===== config.mk =====
export PLATFORM = sky130hd
export DESIGN_NAME = indirect_register_host_port
export DESIGN_NICKNAME = d
export VERILOG_FILES = /design/src/hw/host_port_pkg.sv /design/src/hw/indirect_register_host_port.sv
export VERILOG_INCLUDE_DIRS = /design/src /design/src/hw
export SDC_FILE = /design/constraint.sdc
export NUM_CORES = 1
export LEC_CHECK = 0
export ABC_AREA = 1
export BUFFER_PORTS_ARGS = -buffer_cell sky130_fd_sc_hd__buf_2
export CORE_ASPECT_RATIO = 2
export CORE_UTILIZATION = 53
export CTS_CLUSTER_DIAMETER = 80
export DETAILED_ROUTE_END_ITERATION = 8
export PLACE_DENSITY = 0.85
export SYNTH_ARGS = -nofsm -noshare
export SYNTH_HDL_FRONTEND = slang
export SYNTH_SLANG_ARGS = --single-unit

===== constraint.sdc =====
create_clock -name core_clk -period 3.65 [get_ports core_clk]
set_input_delay 0.73 -clock core_clk [delete_from_list [all_inputs] [get_ports core_clk]]
set_output_delay 0.73 -clock core_clk [all_outputs]
set_load 0.05 [all_outputs]

===== src/hw/host_port_params.svh =====
// Constants of the indirect host register port: port codes, fields, resets, cycle counts.
// Assumes inclusion by bare name from the package and the port module.
`ifndef HOST_PORT_PARAMS_SVH
`define HOST_PORT_PARAMS_SVH
`define PORT_INDEX       3'h0
`define PORT_STATUS      3'h1
`define PORT_DATA        3'h2
`define INDEX_RW_BIT     0
`define INDEX_RW_READ    1'b1
`define STATUS_WC_BIT    8
`define STATUS_MEM_BIT   0
`define DATA_RESET       16'h0000
`define INDEX_RESET      16'h0000
`define WRITE_CYCLE_CLKS 3
`endif


===== src/hw/host_port_pkg.sv =====
// Types shared by the indirect host register port.
// Assumes the constants header is on the include path.
`include "host_port_params.svh"
package host_port_pkg;
    typedef logic [2:0]  port_sel_t;
    typedef logic [15:0] word_t;
    typedef enum logic [2:0] {
        ST_IDLE  = 3'b001,
        ST_WRITE = 3'b010,
        ST_READ  = 3'b100
    } access_state_e;
endpackage : host_port_pkg


===== src/hw/indirect_register_host_port.sv =====
// Indirect 16-bit host port: index, data and status ports onto an internal register bus.
// Assumes host strobes are one-cycle pulses synchronous to core_clk, and that the
// internal register set answers a read combinationally in the cycle of intRdEn.
`timescale 1ns/1ps
`include "host_port_params.svh"
module indirect_register_host_port #(
    parameter int DATA_W = 16
) (
    input  wire logic                   core_clk,
    input  wire logic                   resetn,
    input  wire host_port_pkg::port_sel_t portSelectLines,
    input  wire logic                   hostWrStrobe,
    input  wire logic                   hostRdStrobe,
    input  wire host_port_pkg::word_t   hostWrData,
    output host_port_pkg::word_t        hostRdData,
    output logic                        hostRdValid,
    input  wire logic                   writeCtrlBusy,
    input  wire logic                   memCtrlBusy,
    output host_port_pkg::word_t        intAddr,
    output logic                        intWrEn,
    output host_port_pkg::word_t        intWrData,
    output logic                        intRdEn,
    input  wire host_port_pkg::word_t   intRdData
);
    import host_port_pkg::*;

    if (DATA_W != 16) begin : g_width_check
        $error("DATA_W must be 16");
    end

    access_state_e stateReg;
    access_state_e stateNext;
    word_t         indexReg;
    word_t         indexNext;
    word_t         dataPortReg;
    word_t         dataPortNext;
    word_t         rdDataReg;
    word_t         rdDataNext;
    logic          rdValidReg;
    logic          rdValidNext;
    logic          wrIndex;
    logic          wrData;
    logic          rdStatusSel;
    logic          wrStatus;

    function automatic logic portHit(input port_sel_t sel, input port_sel_t code);
        portHit = (sel == code);
    endfunction : portHit

    assign wrIndex     = hostWrStrobe && portHit(portSelectLines, `PORT_INDEX);
    assign wrData      = hostWrStrobe && portHit(portSelectLines, `PORT_DATA);
    assign wrStatus    = hostWrStrobe && portHit(portSelectLines, `PORT_STATUS);
    assign rdStatusSel = portHit(portSelectLines, `PORT_STATUS);

    always_comb begin
        stateNext    = ST_IDLE;
        indexNext    = indexReg;
        dataPortNext = dataPortReg;
        rdDataNext   = rdDataReg;
        rdValidNext  = hostRdStrobe;
        if (wrIndex) begin
            indexNext = hostWrData;
        end
        unique case (stateReg)
            ST_IDLE: begin
            end
            ST_WRITE: begin
            end
            ST_READ: begin
                dataPortNext = intRdData;
            end
        endcase
        if (wrData) begin
            dataPortNext = hostWrData;
            if (indexReg[`INDEX_RW_BIT] != `INDEX_RW_READ) begin
                stateNext = ST_WRITE;
            end
        end else if (wrIndex && hostWrData[`INDEX_RW_BIT] == `INDEX_RW_READ) begin
            stateNext = ST_READ;
        end
        if (hostRdStrobe) begin
            rdDataNext = '0;
            if (portHit(portSelectLines, `PORT_INDEX)) begin
                rdDataNext = indexReg;
            end else if (portHit(portSelectLines, `PORT_DATA)) begin
                rdDataNext = dataPortReg;
            end else if (rdStatusSel) begin
                rdDataNext[`STATUS_WC_BIT]  = writeCtrlBusy;
                rdDataNext[`STATUS_MEM_BIT] = memCtrlBusy;
            end
        end
    end

    always_ff @(posedge core_clk or negedge resetn) begin
        if (!resetn) begin
            stateReg    <= ST_IDLE;
            indexReg    <= `INDEX_RESET;
            dataPortReg <= `DATA_RESET;
            rdDataReg   <= '0;
            rdValidReg  <= 1'b0;
        end else begin
            stateReg    <= stateNext;
            indexReg    <= indexNext;
            dataPortReg <= dataPortNext;
            rdDataReg   <= rdDataNext;
            rdValidReg  <= rdValidNext;
        end
    end

    // Status writes fall through every branch above
    assign intAddr    = {indexReg[15:1], 1'b0};
    assign intWrEn    = (stateReg == ST_WRITE);
    assign intWrData  = dataPortReg;
    assign intRdEn    = (stateReg == ST_READ);
    assign hostRdData = rdDataReg;
    assign hostRdValid = rdValidReg;

    // Checks
    property p_index_addr;
        @(posedge core_clk) disable iff (!resetn)
        wrIndex |=> intAddr == {$past(hostWrData[15:1]), 1'b0};
    endproperty
    a_index_addr: assert property (p_index_addr) else $error("index address not taken");

    property p_dir_read;
        @(posedge core_clk) disable iff (!resetn)
        (wrIndex && !wrData && hostWrData[0]) |=> intRdEn ##1 !intRdEn;
    endproperty
    a_dir_read: assert property (p_dir_read) else $error("read not launched once");

    property p_dir_write;
        @(posedge core_clk) disable iff (!resetn)
        (wrIndex && !hostWrData[0]) |=> !intRdEn;
    endproperty
    a_dir_write: assert property (p_dir_write) else $error("read launched on write index");

    property p_data_store;
        @(posedge core_clk) disable iff (!resetn)
        wrData |=> dataPortReg == $past(hostWrData);
    endproperty
    a_data_store: assert property (p_data_store) else $error("data port not stored");

    property p_write_issue;
        @(posedge core_clk) disable iff (!resetn)
        (wrData && !wrIndex && !indexReg[0])
            |=> intWrEn && intWrData == $past(hostWrData) && intAddr == $past(intAddr);
    endproperty
    a_write_issue: assert property (p_write_issue) else $error("internal write wrong");

    property p_write_rate;
        @(posedge core_clk) disable iff (!resetn)
        (wrData && !indexReg[0]) ##3 (wrData && !indexReg[0]) |=> intWrEn;
    endproperty
    a_write_rate: assert property (p_write_rate) else $error("3-clock write lost");

    property p_status_wc;
        @(posedge core_clk) disable iff (!resetn)
        (hostRdStrobe && rdStatusSel) |=> hostRdValid && hostRdData[8] == $past(writeCtrlBusy);
    endproperty
    a_status_wc: assert property (p_status_wc) else $error("write controller flag wrong");

    property p_status_mem;
        @(posedge core_clk) disable iff (!resetn)
        (hostRdStrobe && rdStatusSel) |=> hostRdData[0] == $past(memCtrlBusy);
    endproperty
    a_status_mem: assert property (p_status_mem) else $error("memory flag wrong");

    property p_status_zero;
        @(posedge core_clk) disable iff (!resetn)
        (hostRdStrobe && rdStatusSel) |=> hostRdData[15:9] == '0 && hostRdData[7:1] == '0;
    endproperty
    a_status_zero: assert property (p_status_zero) else $error("unused status bits set");

    property p_status_wr_ignored;
        @(posedge core_clk) disable iff (!resetn)
        wrStatus |=> $stable(intAddr) && !intWrEn && !intRdEn;
    endproperty
    a_status_wr_ignored: assert property (p_status_wr_ignored) else $error("status write acted");

    property p_read_capture;
        @(posedge core_clk) disable iff (!resetn)
        (intRdEn && !wrData) |=> dataPortReg == $past(intRdData);
    endproperty
    a_read_capture: assert property (p_read_capture) else $error("read data not captured");

    property p_rd_valid;
        @(posedge core_clk) disable iff (!resetn)
        hostRdStrobe |=> hostRdValid;
    endproperty
    a_rd_valid: assert property (p_rd_valid) else $error("read answer missing");

    property p_rd_valid_idle;
        @(posedge core_clk) disable iff (!resetn)
        !hostRdStrobe |=> !hostRdValid;
    endproperty
    a_rd_valid_idle: assert property (p_rd_valid_idle) else $error("spurious read answer");

    property p_data_read;
        @(posedge core_clk) disable iff (!resetn)
        (hostRdStrobe && portHit(portSelectLines, `PORT_DATA))
            |=> hostRdData == $past(dataPortReg);
    endproperty
    a_data_read: assert property (p_data_read) else $error("data port read wrong");

    property p_unmapped_zero;
        @(posedge core_clk) disable iff (!resetn)
        (hostRdStrobe && portSelectLines > `PORT_DATA) |=> hostRdData == '0;
    endproperty
    a_unmapped_zero: assert property (p_unmapped_zero) else $error("unmapped read not zero");

    property p_write_cause;
        @(posedge core_clk) disable iff (!resetn)
        intWrEn |-> $past(wrData);
    endproperty
    a_write_cause: assert property (p_write_cause) else $error("internal write uncaused");

    c_write: cover property (@(posedge core_clk) disable iff (!resetn) wrData ##1 intWrEn);
    c_read: cover property (@(posedge core_clk) disable iff (!resetn)
        intRdEn ##1 (hostRdStrobe && portHit(portSelectLines, `PORT_DATA)));
    c_status: cover property (@(posedge core_clk) disable iff (!resetn)
        wrData ##2 (hostRdStrobe && rdStatusSel));
    c_b2b: cover property (@(posedge core_clk) disable iff (!resetn) intWrEn ##3 intWrEn);

endmodule : indirect_register_host_port


### Word level (Yosys, flattened, before mapping)

Index checks and enable logic that the tools add are counted.

* bits in latches: 0
* memories kept: 0
* bits in read-only memories: 0
* memory bits (writable): 0
* input bits: 41
* register bits after elaboration: 52
* word-level logic and storage cells: 26

* $add $sub $neg: 0
* shift operators: 0
* divide/modulo/power cells: 0
* bitwise gates (word level): 0
* magnitude comparators: 0
* reduce and logical (&&, ||, !) cells: 5
* equal/unequal tests: 4
* multipliers: 0
* multiplexer cells: 12

Operator list (count)
* 16-bit 2-to-1 mux: 3
* 7-bit 2-to-1 mux: 2
* 3-bit by 2-bit equality test with 1-bit output, second input constant: 2
* 3-bit 2-to-1 mux: 2
* 1-bit 2-to-1 mux: 4
* 3-bit by 1-bit equality test with 1-bit output, second input constant: 1
* 3-bit equality test, second input constant: 1
* 1-bit logical AND: 3
* 3-bit logical NOT: 1
* 2-bit 2-to-1 mux: 1
* 2-bit nonzero test: 1

### Logic depth before layout (Yosys ltp)

* word-level depth: 5
* depth in mapped cells: 8
* mapped depth without buffers: 6

### Worst setup path after synthesis

OpenSTA, ideal clock, no wires.

* path kind: reg2out
* start point: reg stateReg[2]
* end point: out intWrEn
* data required time: 2920 ps
* buffers on the path: 0
* slack: 1822 ps
* stages on the path, launching flop included: 4
* arrival time: 1098 ps
* path through: dfrtp_1 > inv_1 > nand2_1 > nor2_1

* cells in the longest elaborated chain, start to end: 1

RTL lines
* start, declared: line indirect_register_host_port.sv:31 `access_state_e stateReg;`
* start signal, assigned: line indirect_register_host_port.sv:102 `stateReg <= stateNext;`
* 3-bit by 2-bit equality test with 1-bit output: line indirect_register_host_port.sv:112 `assign intWrEn = (stateReg == ST_WRITE);`
* end, declared: line indirect_register_host_port.sv:20 `output logic intWrEn,`

No other way between the ends.

### Worst setup path after layout

* start point: reg stateReg[1]
* end point: out intRdEn

* cells in the longest elaborated chain, start to end: 1

RTL lines
* 3-bit equality test: line indirect_register_host_port.sv:114 `assign intRdEn = (stateReg == ST_READ);`
* end, declared: line indirect_register_host_port.sv:22 `output logic intRdEn,`

No other way between the ends.

==> metrics <==
Fin. Hold Viols 0; CTS root buf clkbuf_8; die width 50.76 µm; main area contributors after synthesis dfrtp_1, nand2_1, nand3_1; Via density ~5.3; hold_buf cts 0; PostCTS Resize Cnt 0; Yosys top cell by area dfrtp_1; CTS tree yes; CP Data Arrival Time between 1.5 and 2 ns; Worst Hold Depth 1; period utilisation layout 0.6695; RR Endpoint intWrData[1]; maximum vdd drop 0.3794 mV; initial core utilization 0.5480; ant diodes 0; Rows 35; largest net degree at the start of global routing 53; WHS ~0.46 ns; Net Count, Synth 361; clk slew on worst S/H paths roughly 0.090 ns; postcts setup bufs 0; Total Wirelength around 6000 µm; CTS buffer count 5; die height ~100 µm; RSZ-0062 raised after global routing false; FF-to-FF Start stateReg[0]; vias in the first global route ~2,200; vias post-DR between 2,000 and 2,500; HP Start indexReg[0]; Synth Register Bits 52; Tightest Pin Transition around 1.1 ns; Distinct cells, synth 17; Worst Hold End stateReg[1]; Post-Synthesis Cells 320; crit path max fanout 17; clk sinks between 50 and 60; filler instances 441; clk_lat worst skew slightly above 0.3 ns; Synth Cell Area around 2500 µm²; Seq/Total Area, Yosys 0.5169; status finished, final reports clean; total die area 5051 µm²; # DRC 0; Power, Total 1.596 mW; Slew headroom 0.2621; Worst R2R Setup Slack between 2 and 2.5 ns; worst r2r path cells 5; Fin Clk Skew 0.01154 ns; CP Data Required Time around 3 ns; initial antenna violation count 0; Congestion Overflow GR 0; layout cells sized above 1 0.2779; core area about 4600 µm²; Total GRT Usage 0.2577; IO Port Bufs 90; first-pass GRT wire length between 9000 and 10,000 µm; Synth Area per Inst 7.875 µm²; Syn. warnings 0; NumNets Final ~430; max-slew violations 0; fmax 409.2 MHz; Final Critical Period 2.444 ns; CP startpoint kind flop; Final setup violation count 0; Max-Cap Viols 0; Leakage Power between 1.5 and 2 nW; drt wl/cell ~14 µm; H-tree levels 2; 1st-pass router iterations 4; initial DRC count 97; worst-case clock buffer depth 2; DP HPWL ~4500 µm; WS Path Type flop to output pin; GPL Wtd Cong roughly 0.9; Synth top area share 0.5065; Hold WC Path Type flop to flop; Final ANT Viol Nets 0; Top Ports just over 90; Area growth, synth to finish 15.99%; PD cells between 500 and 600 nW/µm²; CP Capture Type output pin; setup TNS 0 ns
[sequential cells by signal, indices dropped and copies added (netlist names)]
signal	flops
hostRdData	16
hostRdValid	1
indexReg	16
intWrData	16
stateReg	3
[kinds of logic (layout without fill, tap and decap cells)]
kind of cell / Yosys count / count (layout) / synth area share
AOI/OAI and AO/OA: 4 / 4 / 0.007945
other: 1 / 1 / 0.001488
and+or+nand+nor: 215 / 215 / 0.3699
DFF: 52 / 52 / 0.5169
buffers and inverters: 48 / 113 / 0.1038
[final cells by class]
cell class,instances,area [µm²],share of cell area
multi-input combinational,220,955.9,0.3271
clock buffer,6,72.57,0.02483
tap,55,68.82,0.02354
timing repair buffer,91,457.9,0.1567
inverter,14,52.55,0.01798
sequential,52,1303,0.4456
clock inverter,2,12.51,0.004281
[layout by cell type (no fill, tap or decap)]
cell type,synthesis,final
nand2_1,128,128
buf_2,11,90
nand3_1,78,78
dfrtp_1,51,51
inv_1,10,10
clkbuf_8,0,5
inv_2,4,4
o21ai_0,4,4
nor2_1,3,3
nand3_2,2,2
nand4_1,2,2
nor2_4,1,1
nand2_2,1,1
conb_1,1,1
clkinvlp_4,0,1
clkbuf_1,3,1
clkinv_2,0,1
buf_4,18,1
dfstp_2,1,1
[routing by layer]
layer	up-vias	global-route usage	wire length (µm)
li1	1137	-	-
met1	1082	0.3135	2415
met2	117	0.4308	3077
met3	15	0.04128	338
met4	0	0.1325	177
met5	-	0	0
[synth_stat cells]
master,count
conb_1,1
clkbuf_1,3
buf_1,2
nand3_1,78
o21ai_0,4
dfstp_2,1
nand4_1,2
nor2_4,1
nand2_2,1
buf_4,18
nor2_1,3
inv_2,4
buf_2,11
nand3_2,2
dfrtp_1,51
inv_1,10
nand2_1,128
[worst max-delay path by stage]
stage	end	slack, ns	cells after the start	startpoint
after global placement	stateReg[0]	1.24	7	portSelectLines[2]
after CTS	intRdEn	1.21	4	stateReg[1]
after floorplan	intWrEn	1.82	3	stateReg[2]
final	intRdEn	1.21	4	stateReg[1]
after global routing	intRdEn	1.09	4	stateReg[1]
after detailed placement	stateReg[0]	1.14	7	portSelectLines[2]
[power by group]
part / leakage, nW / switching, mW / total, mW / internal [mW]
Combinational: 1.01 / 0.424 / 0.544 / 0.120
Clock: 0.0412 / 0.186 / 0.320 / 0.134
Sequential: 0.669 / 0.0721 / 0.732 / 0.660
[stage by stage]
stage	util	setup WS, ns	instance area, µm²	std cells
floorplan	-	1.822	2520	320
global placement	0.6171	1.236	2838	432
CTS	0.6356	1.209	2923	440
detailed placement	0.6171	1.143	2838	432
finish	0.6356	1.206	2923	440
global route	0.6356	1.087	2923	440
[worst max-delay path, stage by stage, from the launching register on]
cell,delay (ns)
dfrtp_1,0.39
nor2_1,0.12
nand2_2,0.23
inv_2,0.32
buf_2,0.33
Note: power is estimated with default switching activity, not from simulation.
